`config.mk`:
```
export PLATFORM = sky130hd
export DESIGN_NAME = tmcs_bank
export DESIGN_NICKNAME = d
export VERILOG_FILES = /design/src/include/tmcs_pkg.sv /design/src/include/tmcs_conv_if.sv /design/src/logic/tmcs_bank.sv /design/src/logic/tmcs_eval.sv
export SDC_FILE = /design/constraint.sdc
export NUM_CORES = 1
export LEC_CHECK = 0
export BUFFER_PORTS_ARGS = -buffer_cell sky130_fd_sc_hd__buf_2
export CAP_MARGIN = 30
export CORE_UTILIZATION = 58
export CTS_BUF_LIST = sky130_fd_sc_hd__clkbuf_8
export DETAILED_ROUTE_END_ITERATION = 10
export GPL_TIMING_DRIVEN = 0
export PLACE_DENSITY = 0.95
export SLEW_MARGIN = 20
export SYNTH_ARGS = -nofsm -noshare
export SYNTH_HDL_FRONTEND = slang
export SYNTH_HIERARCHICAL = 1
export SYNTH_SLANG_ARGS = --single-unit
```
`constraint.sdc`:
```
create_clock -name clock_in -period 2.66 [get_ports clock_in]
set_input_delay 0.399 -clock clock_in [delete_from_list [all_inputs] [get_ports clock_in]]
set_output_delay 0.399 -clock clock_in [all_outputs]
set_load 0.03 [all_outputs]
```
`src/include/tmcs_pkg.sv`:
```
// What this block does
// Standby bit seven of control_one halts conversions until cleared.
// Soft reset bit six restores power-on values, then clears itself.
// Bus timeout active while bit five is zero, off while one.
// Bit four makes the sequencer convert remote channel one more often.
// Bit three applies resistance cancellation to remote channel one only.
// alarm_mask bit six keeps local high-limit off the alarm output.
// alarm_mask bits zero to three mask remote channels one to four.
// overtemp_mask bits zero and three block remote one and four overtemp.
// Flag bit six sets when local temperature exceeds its high limit.
// Flag bits zero to three set when remotes exceed their limits.
// All defined control, mask and flag bits read zero after reset.
// Reading high_limit_flags clears them; they set again next conversion.
// Alarm output rises on newly set unmasked flags, drops on flag read or response.
// Overtemp output holds until temperature falls below limit minus four.
// Reserved bits read zero and ignore writes.
package tmcs_pkg;
    localparam logic [7:0] ADDR_CONTROL_ONE      = 8'h41;
    localparam logic [7:0] ADDR_ALARM_MASK       = 8'h42;
    localparam logic [7:0] ADDR_OVERTEMP_MASK    = 8'h43;
    localparam logic [7:0] ADDR_HIGH_LIMIT_FLAGS = 8'h44;

    localparam logic [7:0] RESET_VALUE           = 8'h00;
    localparam logic [7:0] CONTROL_ONE_USED      = 8'hf8;
    localparam logic [7:0] ALARM_MASK_USED       = 8'h4f;
    localparam logic [7:0] OVERTEMP_MASK_USED    = 8'h09;
    localparam logic [7:0] FLAGS_USED            = 8'h4f;

    localparam int         BIT_STANDBY           = 7;
    localparam int         BIT_SOFT_RESET        = 6;
    localparam int         BIT_TIMEOUT_OFF       = 5;
    localparam int         BIT_FAST_REMOTE1      = 4;
    localparam int         BIT_RES_CANCEL        = 3;
    localparam int         BIT_FLAG_LOCAL        = 6;
    localparam int         BIT_REMOTE1_OT        = 0;
    localparam int         BIT_REMOTE4_OT        = 3;

    localparam logic [2:0] CHAN_LOCAL            = 3'h0;
    localparam logic [2:0] CHAN_REMOTE1          = 3'h1;
    localparam logic [2:0] CHAN_REMOTE4          = 3'h4;
    localparam logic [8:0] HYSTERESIS_DEGREES    = 9'h004;
endpackage

```
`src/include/tmcs_conv_if.sv`:
```
`timescale 1ns/10ps
interface tmcs_conv_if;
    logic       conv_done;
    logic [2:0] conv_channel;
    logic [7:0] conv_temp;
    logic [7:0] alert_limit;
    logic [7:0] overtemp_limit;
    logic       halt;
    logic       soft_rst;
    logic [7:0] alert_hit;
    logic [1:0] overtemp_level;

    modport bank (output conv_done, conv_channel, conv_temp, alert_limit,
                  overtemp_limit, halt, soft_rst,
                  input alert_hit, overtemp_level);
    modport eval (input conv_done, conv_channel, conv_temp, alert_limit,
                  overtemp_limit, halt, soft_rst,
                  output alert_hit, overtemp_level);
endinterface

```
`src/logic/tmcs_bank.sv`:
```
`timescale 1ns/10ps
module tmcs_bank (
    input  wire logic       clock_in,
    input  wire logic       rstn_in,
    input  wire logic [7:0] reg_addr_in,
    input  wire logic       reg_wr_in,
    input  wire logic [7:0] reg_wdata_in,
    input  wire logic       reg_rd_in,
    input  wire logic       alert_response_in,
    input  wire logic       conv_done_in,
    input  wire logic [2:0] conv_channel_in,
    input  wire logic [7:0] conv_temp_in,
    input  wire logic [7:0] alert_limit_in,
    input  wire logic [7:0] overtemp_limit_in,
    output logic      [7:0] reg_rdata_out,
    output logic            standby_out,
    output logic            soft_reset_out,
    output logic            smbus_timeout_en_out,
    output logic            fast_remote1_out,
    output logic            res_cancel_out,
    output logic            alert_out,
    output logic            overtemp_shutdown_output_out
);
    tmcs_conv_if conv ();

    logic       standby;
    logic       next_standby;
    logic       timeout_en;
    logic       next_timeout_en;
    logic       fast_remote1;
    logic       next_fast_remote1;
    logic       res_cancel;
    logic       next_res_cancel;
    logic       soft_reset;
    logic       next_soft_reset;
    logic [7:0] alarm_mask;
    logic [7:0] next_alarm_mask;
    logic [7:0] overtemp_mask;
    logic [7:0] next_overtemp_mask;
    logic [7:0] flags;
    logic [7:0] next_flags;
    logic       alert;
    logic       next_alert;
    logic       overtemp;
    logic       next_overtemp;
    logic [7:0] rdata;
    logic [7:0] next_rdata;
    logic [7:0] control_one_view;
    logic       flags_read;
    logic       soft_req;
    logic [7:0] unmasked_hit;

    // Strobe decode lives here so the command byte map sits in one place
    function automatic logic addr_is(input logic [7:0] addr,
                                     input logic [7:0] target);
        addr_is = (addr == target);
    endfunction

    // Reserved bits are dropped on every store, so they always read zero
    function automatic logic [7:0] keep_used(input logic [7:0] value,
                                             input logic [7:0] used);
        keep_used = value & used;
    endfunction

    tmcs_eval u_eval (
        .clock_in (clock_in),
        .rstn_in  (rstn_in),
        .conv     (conv)
    );

    // Results come from logic on this clock, so no synchroniser
    assign conv.conv_done      = conv_done_in;
    assign conv.conv_channel   = conv_channel_in;
    assign conv.conv_temp      = conv_temp_in;
    assign conv.alert_limit    = alert_limit_in;
    assign conv.overtemp_limit = overtemp_limit_in;
    assign conv.halt           = standby;
    assign conv.soft_rst       = soft_reset;

    // Soft reset bit is left out of the read view, so it always reads zero
    always_comb begin
        control_one_view = 8'h00;
        control_one_view[tmcs_pkg::BIT_STANDBY]      = standby;
        control_one_view[tmcs_pkg::BIT_TIMEOUT_OFF]  = ~timeout_en;
        control_one_view[tmcs_pkg::BIT_FAST_REMOTE1] = fast_remote1;
        control_one_view[tmcs_pkg::BIT_RES_CANCEL]   = res_cancel;
    end

    assign flags_read = reg_rd_in
                        && addr_is(reg_addr_in,
                                   tmcs_pkg::ADDR_HIGH_LIMIT_FLAGS);
    assign soft_req   = reg_wr_in
                        && addr_is(reg_addr_in, tmcs_pkg::ADDR_CONTROL_ONE)
                        && reg_wdata_in[tmcs_pkg::BIT_SOFT_RESET];
    assign unmasked_hit = conv.alert_hit & ~alarm_mask;

    always_comb begin
        next_standby       = standby;
        next_timeout_en    = timeout_en;
        next_fast_remote1  = fast_remote1;
        next_res_cancel    = res_cancel;
        next_alarm_mask    = alarm_mask;
        next_overtemp_mask = overtemp_mask;
        next_soft_reset    = soft_req;
        next_rdata         = rdata;
        if (reg_wr_in && !soft_req) begin
            case (reg_addr_in)
                tmcs_pkg::ADDR_CONTROL_ONE: begin
                    next_standby      = reg_wdata_in[tmcs_pkg::BIT_STANDBY];
                    next_timeout_en   =
                        ~reg_wdata_in[tmcs_pkg::BIT_TIMEOUT_OFF];
                    next_fast_remote1 =
                        reg_wdata_in[tmcs_pkg::BIT_FAST_REMOTE1];
                    next_res_cancel   =
                        reg_wdata_in[tmcs_pkg::BIT_RES_CANCEL];
                end
                tmcs_pkg::ADDR_ALARM_MASK: begin
                    next_alarm_mask = keep_used(reg_wdata_in,
                        tmcs_pkg::ALARM_MASK_USED);
                end
                tmcs_pkg::ADDR_OVERTEMP_MASK: begin
                    next_overtemp_mask = keep_used(reg_wdata_in,
                        tmcs_pkg::OVERTEMP_MASK_USED);
                end
                default: begin
                end
            endcase
        end
        // Read data is held until the next read, so a slow host sees it
        if (reg_rd_in) begin
            case (reg_addr_in)
                tmcs_pkg::ADDR_CONTROL_ONE:      next_rdata = control_one_view;
                tmcs_pkg::ADDR_ALARM_MASK:       next_rdata = alarm_mask;
                tmcs_pkg::ADDR_OVERTEMP_MASK:    next_rdata = overtemp_mask;
                tmcs_pkg::ADDR_HIGH_LIMIT_FLAGS: next_rdata = flags;
                default:                         next_rdata = 8'h00;
            endcase
        end
        // The host asked for power-on state, so nothing else it wrote counts
        if (soft_req) begin
            next_standby       = 1'b0;
            next_timeout_en    = 1'b1;
            next_fast_remote1  = 1'b0;
            next_res_cancel    = 1'b0;
            next_alarm_mask    = tmcs_pkg::RESET_VALUE;
            next_overtemp_mask = tmcs_pkg::RESET_VALUE;
        end
    end

    always_comb begin
        next_flags = flags;
        if (flags_read) begin
            next_flags = 8'h00;
        end
        // A hit in the clearing cycle wins over the read
        next_flags = keep_used(next_flags | conv.alert_hit,
                               tmcs_pkg::FLAGS_USED);
        next_alert = alert;
        if (flags_read || alert_response_in) begin
            next_alert = 1'b0;
        end
        // Unmasking old flags never raises the alert; only a fresh hit does
        next_alert = (next_alert || (|unmasked_hit))
                     && (|(next_flags & ~alarm_mask));
        next_overtemp =
            (conv.overtemp_level[0]
             && !overtemp_mask[tmcs_pkg::BIT_REMOTE1_OT])
            || (conv.overtemp_level[1]
                && !overtemp_mask[tmcs_pkg::BIT_REMOTE4_OT]);
        if (soft_reset) begin
            next_flags    = tmcs_pkg::RESET_VALUE;
            next_alert    = 1'b0;
            next_overtemp = 1'b0;
        end
    end

    always_ff @(posedge clock_in or negedge rstn_in) begin
        if (!rstn_in) begin
            standby       <= 1'b0;
            timeout_en    <= 1'b1;
            fast_remote1  <= 1'b0;
            res_cancel    <= 1'b0;
            soft_reset    <= 1'b0;
            alarm_mask    <= tmcs_pkg::RESET_VALUE;
            overtemp_mask <= tmcs_pkg::RESET_VALUE;
            rdata         <= 8'h00;
        end else begin
            standby       <= next_standby;
            timeout_en    <= next_timeout_en;
            fast_remote1  <= next_fast_remote1;
            res_cancel    <= next_res_cancel;
            soft_reset    <= next_soft_reset;
            alarm_mask    <= next_alarm_mask;
            overtemp_mask <= next_overtemp_mask;
            rdata         <= next_rdata;
        end
    end

    // Status clears one edge after the controls, on the soft reset pulse
    always_ff @(posedge clock_in or negedge rstn_in) begin
        if (!rstn_in) begin
            flags    <= tmcs_pkg::RESET_VALUE;
            alert    <= 1'b0;
            overtemp <= 1'b0;
        end else begin
            flags    <= next_flags;
            alert    <= next_alert;
            overtemp <= next_overtemp;
        end
    end

    assign reg_rdata_out                = rdata;
    assign standby_out                  = standby;
    assign soft_reset_out               = soft_reset;
    assign smbus_timeout_en_out         = timeout_en;
    assign fast_remote1_out             = fast_remote1;
    assign res_cancel_out               = res_cancel;
    assign alert_out                    = alert;
    assign overtemp_shutdown_output_out = overtemp;
endmodule

```
`src/logic/tmcs_eval.sv`:
```
`timescale 1ns/10ps
module tmcs_eval (
    input  wire logic clock_in,
    input  wire logic rstn_in,
    tmcs_conv_if.eval conv
);
    logic [7:0] alert_hit;
    logic [7:0] next_alert_hit;
    logic [1:0] ot_level;
    logic [1:0] next_ot_level;

    // Temperatures and limits are two's complement degrees
    function automatic logic exceeds(input logic [7:0] temp,
                                     input logic [7:0] limit);
        exceeds = $signed(temp) > $signed(limit);
    endfunction

    function automatic logic below_hyst(input logic [7:0] temp,
                                        input logic [7:0] limit);
        logic signed [8:0] floor_v;
        floor_v = $signed({limit[7], limit})
                  - $signed(tmcs_pkg::HYSTERESIS_DEGREES);
        below_hyst = $signed({temp[7], temp}) < floor_v;
    endfunction

    always_comb begin
        next_alert_hit = 8'h00;
        next_ot_level  = ot_level;
        // A conversion landing during standby is ignored
        if (conv.conv_done && !conv.halt) begin
            if (exceeds(conv.conv_temp, conv.alert_limit)) begin
                if (conv.conv_channel == tmcs_pkg::CHAN_LOCAL) begin
                    next_alert_hit[tmcs_pkg::BIT_FLAG_LOCAL] = 1'b1;
                end else if (conv.conv_channel <= tmcs_pkg::CHAN_REMOTE4) begin
                    next_alert_hit[conv.conv_channel - 3'h1] = 1'b1;
                end
            end
            if (conv.conv_channel == tmcs_pkg::CHAN_REMOTE1) begin
                if (exceeds(conv.conv_temp, conv.overtemp_limit)) begin
                    next_ot_level[0] = 1'b1;
                end else if (below_hyst(conv.conv_temp,
                                        conv.overtemp_limit)) begin
                    next_ot_level[0] = 1'b0;
                end
            end
            if (conv.conv_channel == tmcs_pkg::CHAN_REMOTE4) begin
                if (exceeds(conv.conv_temp, conv.overtemp_limit)) begin
                    next_ot_level[1] = 1'b1;
                end else if (below_hyst(conv.conv_temp,
                                        conv.overtemp_limit)) begin
                    next_ot_level[1] = 1'b0;
                end
            end
        end
        if (conv.soft_rst) begin
            next_alert_hit = 8'h00;
            next_ot_level  = 2'h0;
        end
    end

    always_ff @(posedge clock_in or negedge rstn_in) begin
        if (!rstn_in) begin
            alert_hit <= 8'h00;
            ot_level  <= 2'h0;
        end else begin
            alert_hit <= next_alert_hit;
            ot_level  <= next_ot_level;
        end
    end

    assign conv.alert_hit      = alert_hit;
    assign conv.overtemp_level = ot_level;
endmodule

```
After elaboration in Yosys (flattened, before gate mapping)
Cells that the tools add are included.
{ "classes": {"n_addsub": 2, "n_mul": 0, "div": 0, "order_cmp": 6, "eq_ne": 6, "n_shift": 0, "mux": 39, "n_bitwise": 6, "reduce_logical": 32} }
{ "op_table": {"columns": ["operator", "n"], "rows": [
  ["$mux W8", 10],
  ["$eq A8 B7 Y1 const B", 4],
  ["$pmux W8 S4", 1],
  ["$mux W1", 22],
  ["$gt A8 B8 Y1", 2],
  ["$reduce_or A8 Y1", 2],
  ["$mux W7", 2],
  ["$reduce_bool A2 Y1", 7],
  ["$logic_and A1 B1 Y1", 9],
  ["$lt A8 B9 Y1", 1],
  ["$sub A8 B4 Y9 const B", 1],
  ["$and A7 B8 Y8", 1],
  ["$and A8 B8 Y8", 1],
  ["$not A8 Y8", 1],
  ["$or A7 B7 Y7", 1],
  ["$mux W6", 1],
  ["$reduce_and A2 Y1", 3],
  ["$reduce_and A3 Y1", 2],
  ["$logic_not A1 Y1", 4],
  ["$lt A3 B4 Y1 const B", 1],
  ["$mux W2", 2],
  ["$demux W1 S3", 1],
  ["$eq A3 B1 Y1 const B", 1],
  ["$eq A3 B3 Y1 const B", 1],
  ["7 further kinds", 10]
]} }
{ "totals": {"reg_bits": 48, "latchBits": 0, "mem_bits_rw": 0, "romBits": 0, "input_bits": 49, "output_inout_bits": 15, "elab_cells": 105, "n_memories": 0} }

Logic depth before layout (Yosys ltp)
Gate-level depths: netlist of run 1.
{ "depth": {"word_depth": 10, "ltp_mapped": 10, "ltp_nobuf": 10} }

Modules after synthesis
The synthesis of run 1 kept the hierarchy.
{ "by_module_without_submodules": {"columns": ["module", "instances", "cells_per_inst", "area_per_inst_um2", "seq_area_each_um2"], "rows": [
  ["tmcs_bank", 1, 142, 1362.6, 676.9],
  ["tmcs_eval", 1, 135, 1174.9, 250.2]
]} }

Worst setup path after synthesis of run 1
No wires, ideal clock.
{ "synth_path": {"path_type": "input to register", "start": "input overtemp_limit_in[2]", "end": "register u_eval.ot_level[0], in the netlist u_eval/conv.overtemp_level[0]", "setup_ps": 150, "arrival_time_ps": 2043, "required_ps": 2510, "slack_ps": 466, "stages": 10, "path_buffers": 0, "cell_sequence": "inv_1 > ha_1 > nand3_1 > xnor2_1 > ha_1 > a21o_1 > a2111oi_0 > o21ai_0 > nand3b_1 > o311ai_1"} }
{ "synth_between": {"elab_chain_len": 5, "elab_cells_between_ends": 9, "classes_between": "1 x add/sub; 2 x order compare; 4 x mux; 2 x reduce/logical"} }
{ "synth_rtl": {"columns": ["item", "line", "source"], "rows": [
  ["start, declared", "tmcs_bank.sv:14", "input wire logic [7:0] overtemp_limit_in,"],
  ["branches (longest 5 deep; another with $sub A8 B4 Y9)", null, null],
  ["end signal, assigned", "tmcs_eval.sv:67", "ot_level <= next_ot_level;"],
  ["end, declared", "tmcs_eval.sv:9", "logic [1:0] ot_level;"]
]} }
Parallel ways; which one is timed is not known. The select of a mux whose other input is x is not followed.
A chain may end at the register's enable or synchronous reset.

Worst setup path in the final report of run 1
Same ends and word-level chain as after synthesis.

==> results of run 1 <==
## sequential cells by signal, indices dropped and copies added, names as in the netlist
name                          count
reg_rdata_out                     8
u_eval/conv.alert_hit             8
alarm_mask                        5
flags                             5
overtemp_mask                     2
u_eval/conv.overtemp_level        2
alert_out                         1
fast_remote1_out                  1
overtemp_shutdown_output_out      1
res_cancel_out                    1
smbus_timeout_en_out              1
soft_reset_out                    1
standby_out                       1
## power groups by stage
stage | combinational (mW) | sequential [mW] | clock, mW
3_3_place_gp | 0.335 | 0.675 | 0
4_1_cts | 0.358 | 0.670 | 0.393
6_report | 0.357 | 0.672 | 0.396
2_1_floorplan | 0.217 | 0.687 | 0
5_1_grt | 0.399 | 0.677 | 0.419
3_5_place_dp | 0.353 | 0.679 | 0
## stage by stage
| stage | cells | setup slack (ns) |
|---|---|---|
| floorplan | 277 | 0.466 |
| global placement | 388 | 0.120 |
| detailed placement | 388 | 0.0746 |
| CTS | 395 | 0.368 |
| global route | 395 | 0.130 |
| finish | 395 | 0.357 |
## worst min path at each step
stage                     slack, ns                            to  cells past startpoint                                from
after CTS                      0.21  reg_rdata_out[2]$_DFFE_PN0P_                      1                             rstn_in
after detailed placement       0.49  reg_rdata_out[5]$_DFFE_PN0P_                      1        reg_rdata_out[5]$_DFFE_PN0P_
final                          0.18  reg_rdata_out[0]$_DFFE_PN0P_                      1                             rstn_in
after floorplan                0.10     alarm_mask[0]$_DFFE_PN0P_                      0                             rstn_in
after global placement         0.47            flags[3]$_DFF_PN0_                      2  u_eval/conv.alert_hit[3]$_DFF_PN0_
after global routing           0.25     alarm_mask[6]$_DFFE_PN0P_                      1                             rstn_in
## routing by layer
metal,part of all wire,vias to the layer above
met3,0.062,17
li1,-,1134
met1,0.41,1066
met2,0.49,92
met4,0.030,0
met5,0,-
## worst reg2reg max path, stage by stage, from the launching register on
cell and delay (ns):
dfrtp_1 0.55, nor3b_1 0.24, o21ai_0 0.12, a211oi_2 0.24
o211ai_2 0.18, nor4_1 0.27
## layout make-up
| type | count | area share |
|---|---|---|
| multi-input cells | 196 | 0.479 |
| flip-flops and latches | 37 | 0.310 |
| repair buffers | 61 | 0.102 |
| inverters | 38 | 0.0476 |
| clock buffers | 6 | 0.0276 |
| well taps | 50 | 0.0209 |
| plain buffers | 6 | 0.0109 |
| clock inverters | 1 | 0.00251 |
## cell usage in the layout, fill, tap and decap left out, types with 4 or more instances in the layout
cell type and n:
a21o_1 5, nand3_1 8, nor2_1 21, nand2b_1 4, a21oi_1 15, ha_1 29, nor2b_1 11, dfrtp_1 36
o21ai_0 7, inv_1 38, xnor2_1 4, o22ai_1 10, nor3_1 7, a22oi_1 6, nand2_1 13, clkbuf_8 6
buf_2 63
## cells by family (layout without fill, tap and decap cells)
kind of cell	after synthesis	after routing	synth area share
AO/OA/AOI/OAI	72	72	0.198
adder cells (fa/ha/maj)	29	29	0.143
flip-flops	37	37	0.365
AND/OR/NAND/NOR	89	89	0.202
multiplexers	2	2	0.00888
XOR/XNOR	4	4	0.0138
buffers and inverters	44	112	0.0690
==> summary.txt, run 1 <==
Core Util, Final -> 0.733
Avg Cell Area, Syn -> 9.16 um2
first-pass GRT wire length -> 9180 um
Avg WL per Cell -> 14.4 um
area taken by multi-input logic gates -> 1440 um2
Leakage -> 1.54 nW
Post-CTS Resized -> 0
io pins -> 64
Worst setup endpoint -> u_eval/conv.overtemp_level[0]$_DFFE_PN0P_
post-synth top area cell -> dfrtp_1
root buffer cell -> clkbuf_8
worst reg2reg path endpoint -> u_eval/conv.alert_hit[7]$_DFF_PN0_
WP data arrival -> 2.45 ns
reg2reg path depth -> 5
crit path cell chain -> buf_2, inv_1, ha_1, nand3_1, xnor2_1, ha_1, a21o_1, a2111oi_0, o21ai_0, nand3b_1, o311ai_1
largest net degree at the start of global routing -> 38
top cell type's share of synthesized area -> 0.355
post-synthesis cell count -> 277
Netlist cell types -> 54
met2 usage -> 0.479
worst hold slack -> 0.185 ns
hold crit path type -> input pin to async pin
count of hold-fix buffers inserted at cts -> 0
Post-synth EDFFs -> 0
initial core utilization -> 0.621
RSZ-0062 raised after global routing -> no
TritonCTS clock tree -> built
FF-to-FF Start -> soft_reset_out$_DFF_PN0_
Max clock buf depth -> 2
Placer Congestion -> 0.822
total CTS buffers -> 5
NumNets Final -> 423
core area -> 4090 um2
Post-DP Area -> 2910 um2
Critical Path Source -> overtemp_limit_in[2]
Reg power frac -> 0.471
met1 usage -> 0.301
path length in cells of the critical path -> 11
critical path required time -> 2.80 ns
CP max-delay cell -> a2111oi_0
drc violations -> 0
dpl hpwl -> 4480 um
final max-slew violation count -> 0
DIE AREA -> 4640 um2
H-tree Lvls -> 2
Clock Power Share -> 0.278
busiest grt layer -> met2
M3 GR Usage -> 0.0483
vias in the first global route -> 2135
Crit path top cell by count -> ha_1
R2R setup slack -> 0.94 ns
flops & latches, synth -> 37
Setup Fix Bufs, Post-CTS -> 0
Max Freq -> 434 MHz
measured slew at the worst slew-check pin -> 0.793 ns
DRT iter0 DRCs -> 218
die height -> 68.1 um
Post-synth ARST share -> 1.00
drt total wl -> 5700 um
Fin. Hold Viols -> 0
Crit Path Category -> input pin to register
Final Instance Area -> 3000 um2
Syn Std Cell Area -> 2540 um2
share of layout cells above drive strength 1 -> 0.241
register area share after synthesis -> 0.365
register area -> 927 um2
Overflow after GRT -> 0
Filler Cell Count -> 291
gr usage total -> 0.266
worst-skew pair later-pin latency -> 0.29 ns
minimum clock period -> 2.30 ns
Chip Width -> 68.1 um
CTS Sinks -> 37
top-count cell post-synth -> inv_1
antenna fix cells -> 0
count of TritonRoute iterations in the first routing pass -> 4
Worst Path Buf+Inv -> 2
Largest stage delay, worst path -> 0.53 ns
status -> complete, no violations
routed via count -> 2309
routed vias/inst -> 5.85
VDD IR-drop max -> 0.186 mV
crit end category -> register
Top FF cell, synth -> dfrtp_1
Syn-to-layout area delta -> 18.0%
Crit path max-delay family -> compound AO/OA/AOI/OAI gates
Final Setup Violations -> 0
internal power -> 983 uW
synth top area cells -> dfrtp_1, ha_1, inv_1
synth warn -> 6
switching share of power -> 0.310
clk slew on worst S/H paths -> 0.07 ns
worst-path maximum fanout -> 3
Net Switching -> 442 uW
Site Rows -> 23
PortBufs -> 61
Setup TNS -> 0 ns
Relative slew margins -> 0.471
antenna violations before repair -> 0
top post-synthesis cells by count -> inv_1, dfrtp_1, ha_1, nor2_1, a21oi_1
total power -> 1.43 mW
fin crit share -> 0.866
CP Launch Type -> input pin
P per Cell Area -> 476 nW/um2
combinational group share of total power -> 0.251
skew final -> 0.0121 ns
Max-Cap Viols -> 0
Syn Nets -> 355
post-route ant nets -> 0
Note: power is estimated with default switching activity, not from simulation.
==> run 2: changes to the inputs <==
--- a/config.mk
+++ b/config.mk
@@ -7,13 +7,14 @@
 export LEC_CHECK = 0
 export BUFFER_PORTS_ARGS = -buffer_cell sky130_fd_sc_hd__buf_2
 export CAP_MARGIN = 30
-export CORE_UTILIZATION = 58
+export CORE_UTILIZATION = 30
 export CTS_BUF_LIST = sky130_fd_sc_hd__clkbuf_8
 export DETAILED_ROUTE_END_ITERATION = 10
 export GPL_TIMING_DRIVEN = 0
-export PLACE_DENSITY = 0.95
+export PLACE_DENSITY = 0.6
 export SLEW_MARGIN = 20
 export SYNTH_ARGS = -nofsm -noshare
 export SYNTH_HDL_FRONTEND = slang
 export SYNTH_HIERARCHICAL = 1
 export SYNTH_SLANG_ARGS = --single-unit
+export TNS_END_PERCENT = 10
==> constraint.sdc (replaced) <==
create_clock -name clock_in -period 2.66 [get_ports clock_in]
set_input_delay 0.532 -clock clock_in [delete_from_list [all_inputs] [get_ports clock_in]]
set_output_delay 0.532 -clock clock_in [all_outputs]
set_load 0.03 [all_outputs]
==> summary.txt, run 2 (synthesis gave the netlist of run 1 again) <==
status -> complete, no violations
Fin. Hold Viols -> 0 (unchanged)
routed via count -> 2226 (-3.6%)
hold crit path type -> input pin to async pin
Setup TNS -> 0 ns (unchanged)
drt total wl -> 5810 um (+2.0%)
Core Util, Final -> 0.374 (-0.359)
post-route ant nets -> 0 (unchanged)
vias in the first global route -> 2072 (-3.0%)
DIE AREA -> 8830 um2 (+90%)
Syn-to-layout area delta -> 21.0%
most frequent cells in the layout -> buf_2, inv_1, dfrtp_1
final max-slew violation count -> 0 (unchanged)
root buffer cell -> clkbuf_8
gr usage total -> 0.140 (-0.126)
crit end category -> register
Reg power frac -> 0.468 (-0.003)
worst-path maximum fanout -> 3 (unchanged)
Crit path top cell by count -> ha_1
die height -> 94.0 um (+38%)
Avg WL per Cell -> 12.9 um (-11%)
Relative slew margins -> 0.462 (-0.00879)
PortBufs -> 61 (unchanged)
clk slew on worst S/H paths -> 0.07 ns (about the same)
Chip Width -> 94.0 um (+38%)
Max-Cap Viols -> 0 (unchanged)
Placer Congestion -> 0.768 (-6.5%)
VDD IR-drop max -> 0.198 mV (+6.5%)
first-pass GRT wire length -> 9690 um (+5.6%)
io pins -> 64 (unchanged)
WP data arrival -> 2.52 ns (+0.07 ns)
drc violations -> 0 (unchanged)
Max clock buf depth -> 2 (unchanged)
Worst Path Buf+Inv -> 2 (unchanged)
count of TritonRoute iterations in the first routing pass -> 4 (unchanged)
worst-skew pair later-pin latency -> 0.29 ns (about the same)
TritonCTS clock tree -> built
Largest stage delay, worst path -> 0.49 ns (-0.04 ns)
NumNets Final -> 423 (unchanged)
minimum clock period -> 2.38 ns (+0.0729 ns)
H-tree Lvls -> 2 (unchanged)
antenna fix cells -> 0 (unchanged)
CP Launch Type -> input pin
dpl hpwl -> 4720 um (+5.4%)
combinational group share of total power -> 0.245 (-0.006)
Final Non-Filler Cells -> 451 (+14%)
largest net degree at the start of global routing -> 38 (unchanged)
total CTS buffers -> 5 (unchanged)
antenna violations before repair -> 0 (unchanged)
skew final -> 0.00765 ns (-0.00444 ns)
CTS Sinks -> 37 (unchanged)
Site Rows -> 33 (+43%)
Crit path max-delay family -> compound AO/OA/AOI/OAI gates
Final Setup Violations -> 0 (unchanged)
critical path required time -> 2.81 ns (about the same)
DRT iter0 DRCs -> 93 (-57%)
Max Freq -> 421 MHz (-3.1%)
RSZ-0062 raised after global routing -> no
fin crit share -> 0.893 (+0.0274)
Net Switching -> 442 uW (about the same)
internal power -> 987 uW (+0.41%)
Clock Power Share -> 0.287 (+0.009)
core area -> 8220 um2 (+100%)
Crit Path Category -> input pin to register
Setup Fix Bufs, Post-CTS -> 0 (unchanged)
most common cell after layout, fill and taps aside -> buf_2
measured slew at the worst slew-check pin -> 0.806 ns (+0.0132 ns)
routed vias/inst -> 4.94 (-16%)
switching share of power -> 0.309 (-0.000929)
worst hold slack -> 0.325 ns (+0.140 ns)
total power -> 1.43 mW (+0.27%)
DP Cell Count -> 443 (+14%)
P per Cell Area -> 465 nW/um2 (-2.2%)
Overflow after GRT -> 0 (unchanged)
initial core utilization -> 0.309 (-0.312)
share of layout cells above drive strength 1 -> 0.243 (+0.00219)
CP max-delay cell -> a2111oi_0
Post-CTS Resized -> 0 (unchanged)
Filler Cell Count -> 869 (+200%)
crit path cell chain -> buf_2, inv_1, ha_1, nand3_1, xnor2_1, ha_1, a21o_1, a2111oi_0, o21ai_0, nand3b_1, o311ai_1
Leakage -> 1.55 nW (+0.51%)
count of hold-fix buffers inserted at cts -> 0 (unchanged)
[run 2: stage by stage]
stage | instance area [um2] | setup slack [ns]
global route | 3070 | 0.192
CTS | 3070 | 0.306
global placement | 2970 | -0.00989
floorplan | 2540 | 0.333
finish | 3070 | 0.284
detailed placement | 2970 | -0.00443
[run 2: cell type report]
| cell class | instances | area, um2 | area share |
|---|---|---|---|
| clock inverters | 2 | 13.8 | 0.00448 |
| multi-input cells | 196 | 1440 | 0.467 |
| repair buffers | 61 | 305 | 0.0994 |
| plain buffers | 6 | 32.5 | 0.0106 |
| flip-flops and latches | 37 | 927 | 0.302 |
| inverters | 38 | 143 | 0.0465 |
| well taps | 105 | 131 | 0.0428 |
| clock buffers | 6 | 82.6 | 0.0269 |
[run 2: power groups by stage]
stage                     sequential (mW)  combinational [mW]  clock, mW
after detailed placement            0.680               0.352          0
after floorplan                     0.687               0.217          0
after CTS                           0.669               0.354      0.427
after global routing                0.680               0.401      0.451
after global placement              0.679               0.343          0
final                               0.669               0.351      0.410
[run 2: per-layer routing]
metal	GRT usage	vias up	share of wire
li1	-	1140	-
met1	0.190	1013	0.50
met2	0.221	67	0.43
met3	0.0396	6	0.067
met4	0.0269	0	0.0084
met5	0	-	0
[run 2: final timing paths]
check,startpoint,to,slack (ns),depth (start not counted)
worst max-delay path,overtemp_limit_in[2],u_eval/conv.overtemp_level[0]$_DFFE_PN0P_,0.28,11
worst min-delay path,rstn_in,reg_rdata_out[6]$_DFFE_PN0P_,0.32,1
worst max register to register,soft_reset_out$_DFF_PN0_,u_eval/conv.alert_hit[4]$_DFF_PN0_,0.97,5
worst min register to register,reg_rdata_out[5]$_DFFE_PN0P_,reg_rdata_out[5]$_DFFE_PN0P_,0.51,1
max in group asynchronous,rstn_in,overtemp_shutdown_output_out$_DFF_PN0_,1.82,1
min in group clock_in,reg_wdata_in[4],fast_remote1_out$_DFFE_PN0P_,0.48,3
==> run 3: changes to the inputs <==
--- a/config.mk
+++ b/config.mk
@@ -6,12 +6,12 @@
 export NUM_CORES = 1
 export LEC_CHECK = 0
 export BUFFER_PORTS_ARGS = -buffer_cell sky130_fd_sc_hd__buf_2
-export CAP_MARGIN = 30
-export CORE_UTILIZATION = 30
+export CAP_MARGIN = 40
+export CORE_UTILIZATION = 25
 export CTS_BUF_LIST = sky130_fd_sc_hd__clkbuf_8
 export DETAILED_ROUTE_END_ITERATION = 10
 export GPL_TIMING_DRIVEN = 0
-export PLACE_DENSITY = 0.6
+export PLACE_DENSITY = 0.54
 export SLEW_MARGIN = 20
 export SYNTH_ARGS = -nofsm -noshare
 export SYNTH_HDL_FRONTEND = slang
==> summary.txt, run 3 (synthesis gave the netlist of run 1 again) <==
status -> complete, no violations
initial core utilization -> 0.258 (-0.0504)
worst hold slack -> 0.126 ns (-0.199 ns)
NumNets Final -> 424 (+0.24%)
most common cell after layout, fill and taps aside -> buf_2
Crit Path Category -> input pin to register
drt total wl -> 5990 um (+3.0%)
Leakage -> 1.56 nW (+1.0%)
CP Launch Type -> input pin
largest net degree at the start of global routing -> 38 (unchanged)
Site Rows -> 36 (+9.1%)
crit end category -> register
PortBufs -> 61 (unchanged)
CTS Sinks -> 37 (unchanged)
met1 usage -> 0.165 (-0.0253)
hold crit path type -> input pin to async pin
Max-Cap Viols -> 0 (unchanged)
Setup TNS -> 0 ns (unchanged)
gr usage total -> 0.121 (-0.0191)
dpl hpwl -> 4840 um (+2.5%)
TritonCTS clock tree -> built
total power -> 1.53 mW (+7.1%)
core area -> 9820 um2 (+20%)
share of layout cells above drive strength 1 -> 0.245 (+0.00218)
final max-slew violation count -> 0 (unchanged)
total CTS buffers -> 5 (unchanged)
M3 GR Usage -> 0.0312 (-0.00846)
fin crit share -> 0.873 (-0.0207)
antenna violations before repair -> 0 (unchanged)
clk slew on worst S/H paths -> 0.07 ns (about the same)
vias in the first global route -> 2157 (+4.1%)
worst-path maximum fanout -> 3 (unchanged)
skew final -> 0.00479 ns (-0.00285 ns)
routed vias/inst -> 4.58 (-7.3%)
Core Util, Final -> 0.321 (-0.0528)
post-route ant nets -> 0 (unchanged)
busiest grt layer -> met2
antenna fix cells -> 0 (unchanged)
io pins -> 64 (unchanged)
root buffer cell -> clkbuf_8
Relative slew margins -> 0.582 (+0.119)
H-tree Lvls -> 2 (unchanged)
Max clock buf depth -> 2 (unchanged)
Chip Width -> 103 um (+9.3%)
Fin. Hold Viols -> 0 (unchanged)
critical path required time -> 2.81 ns (about the same)
Final Setup Violations -> 0 (unchanged)
Overflow after GRT -> 0 (unchanged)
P per Cell Area -> 486 nW/um2 (+4.4%)
VDD IR-drop max -> 0.194 mV (-2.4%)
minimum clock period -> 2.32 ns (-0.0550 ns)
Avg WL per Cell -> 12.5 um (-3.2%)
Max Freq -> 431 MHz (+2.4%)
routed via count -> 2197 (-1.3%)
Setup Fix Bufs, Post-CTS -> 0 (unchanged)
measured slew at the worst slew-check pin -> 0.623 ns (-0.184 ns)
first-pass GRT wire length -> 10000 um (+3.6%)
WP data arrival -> 2.47 ns (-0.05 ns)
most frequent cells in the layout -> buf_2, inv_1, dfrtp_1
worst-skew pair later-pin latency -> 0.29 ns (about the same)
met2 usage -> 0.192 (-0.0285)
RSZ-0062 raised after global routing -> no
count of TritonRoute iterations in the first routing pass -> 4 (unchanged)
Placer Congestion -> 0.793 (+3.2%)
drc violations -> 0 (unchanged)
DIE AREA -> 10600 um2 (+20%)
Setup WS pre-CTS -> -0.0289 ns (-0.0245 ns)
DRT iter0 DRCs -> 79 (-15%)
die height -> 103 um (+9.3%)
Syn-to-layout area delta -> 24.2%
Setup WS post-layout -> 0.339 ns (+0.0550 ns)
[run 3: layer usage]
layer,up-vias,part of all wire
li1,1140,-
met1,978,0.49
met2,73,0.42
met3,6,0.073
met4,0,0.012
met5,-,0
[run 3: timing repair]
action                     4_1_cts  5_1_grt
hold buffers                     0        0
hold endpoints to repair         0        0
resized for setup                0        1
setup endpoints to repair        0        2
[run 3: path summary, 6_finish.rpt]
check	start	end	slack [ns]	cells after the start
min in group clock_in	reg_wdata_in[7]	standby_out$_DFFE_PN0P_	0.48	3
worst max-delay path	overtemp_limit_in[2]	u_eval/conv.overtemp_level[1]$_DFFE_PN0P_	0.34	11
worst min register to register	reg_rdata_out[5]$_DFFE_PN0P_	reg_rdata_out[5]$_DFFE_PN0P_	0.51	1
max in group asynchronous	rstn_in	overtemp_mask[0]$_DFFE_PN0P_	2.10	2
worst min-delay path	rstn_in	reg_rdata_out[3]$_DFFE_PN0P_	0.13	1
worst max register to register	soft_reset_out$_DFF_PN0_	u_eval/conv.alert_hit[7]$_DFF_PN0_	0.89	5
[run 3: per-stage QoR]
stage / cells / cell area, um2
floorplan: 277 / 2540
detailed placement: 471 / 3010
global route: 480 / 3150
CTS: 479 / 3130
finish: 480 / 3150
global placement: 471 / 3010
[run 3: final cells by class]
cell class              count  area [um2]
well taps                 133         166
clock buffers               6        82.6
inverters                  38         143
repair buffers             62         325
plain buffers               6        32.5
flip-flops and latches     37         927
multi-input cells         196        1440
clock inverters             2        37.5
fillers                  1089        6670
[run 3: critical path, cell delays in order]
cell,delay [ns]
buf_2,0.12
inv_1,0.09
ha_1,0.21
nand3_1,0.11
xnor2_1,0.18
ha_1,0.27
a21o_1,0.18
a2111oi_1,0.45
o21ai_0,0.14
nand3b_1,0.11
o311ai_1,0.09
[run 3: report_power, final]
| part | internal (mW) | switching [mW] |
|---|---|---|
| logic | 0.158 | 0.196 |
| clock network | 0.305 | 0.201 |
| registers | 0.622 | 0.0481 |
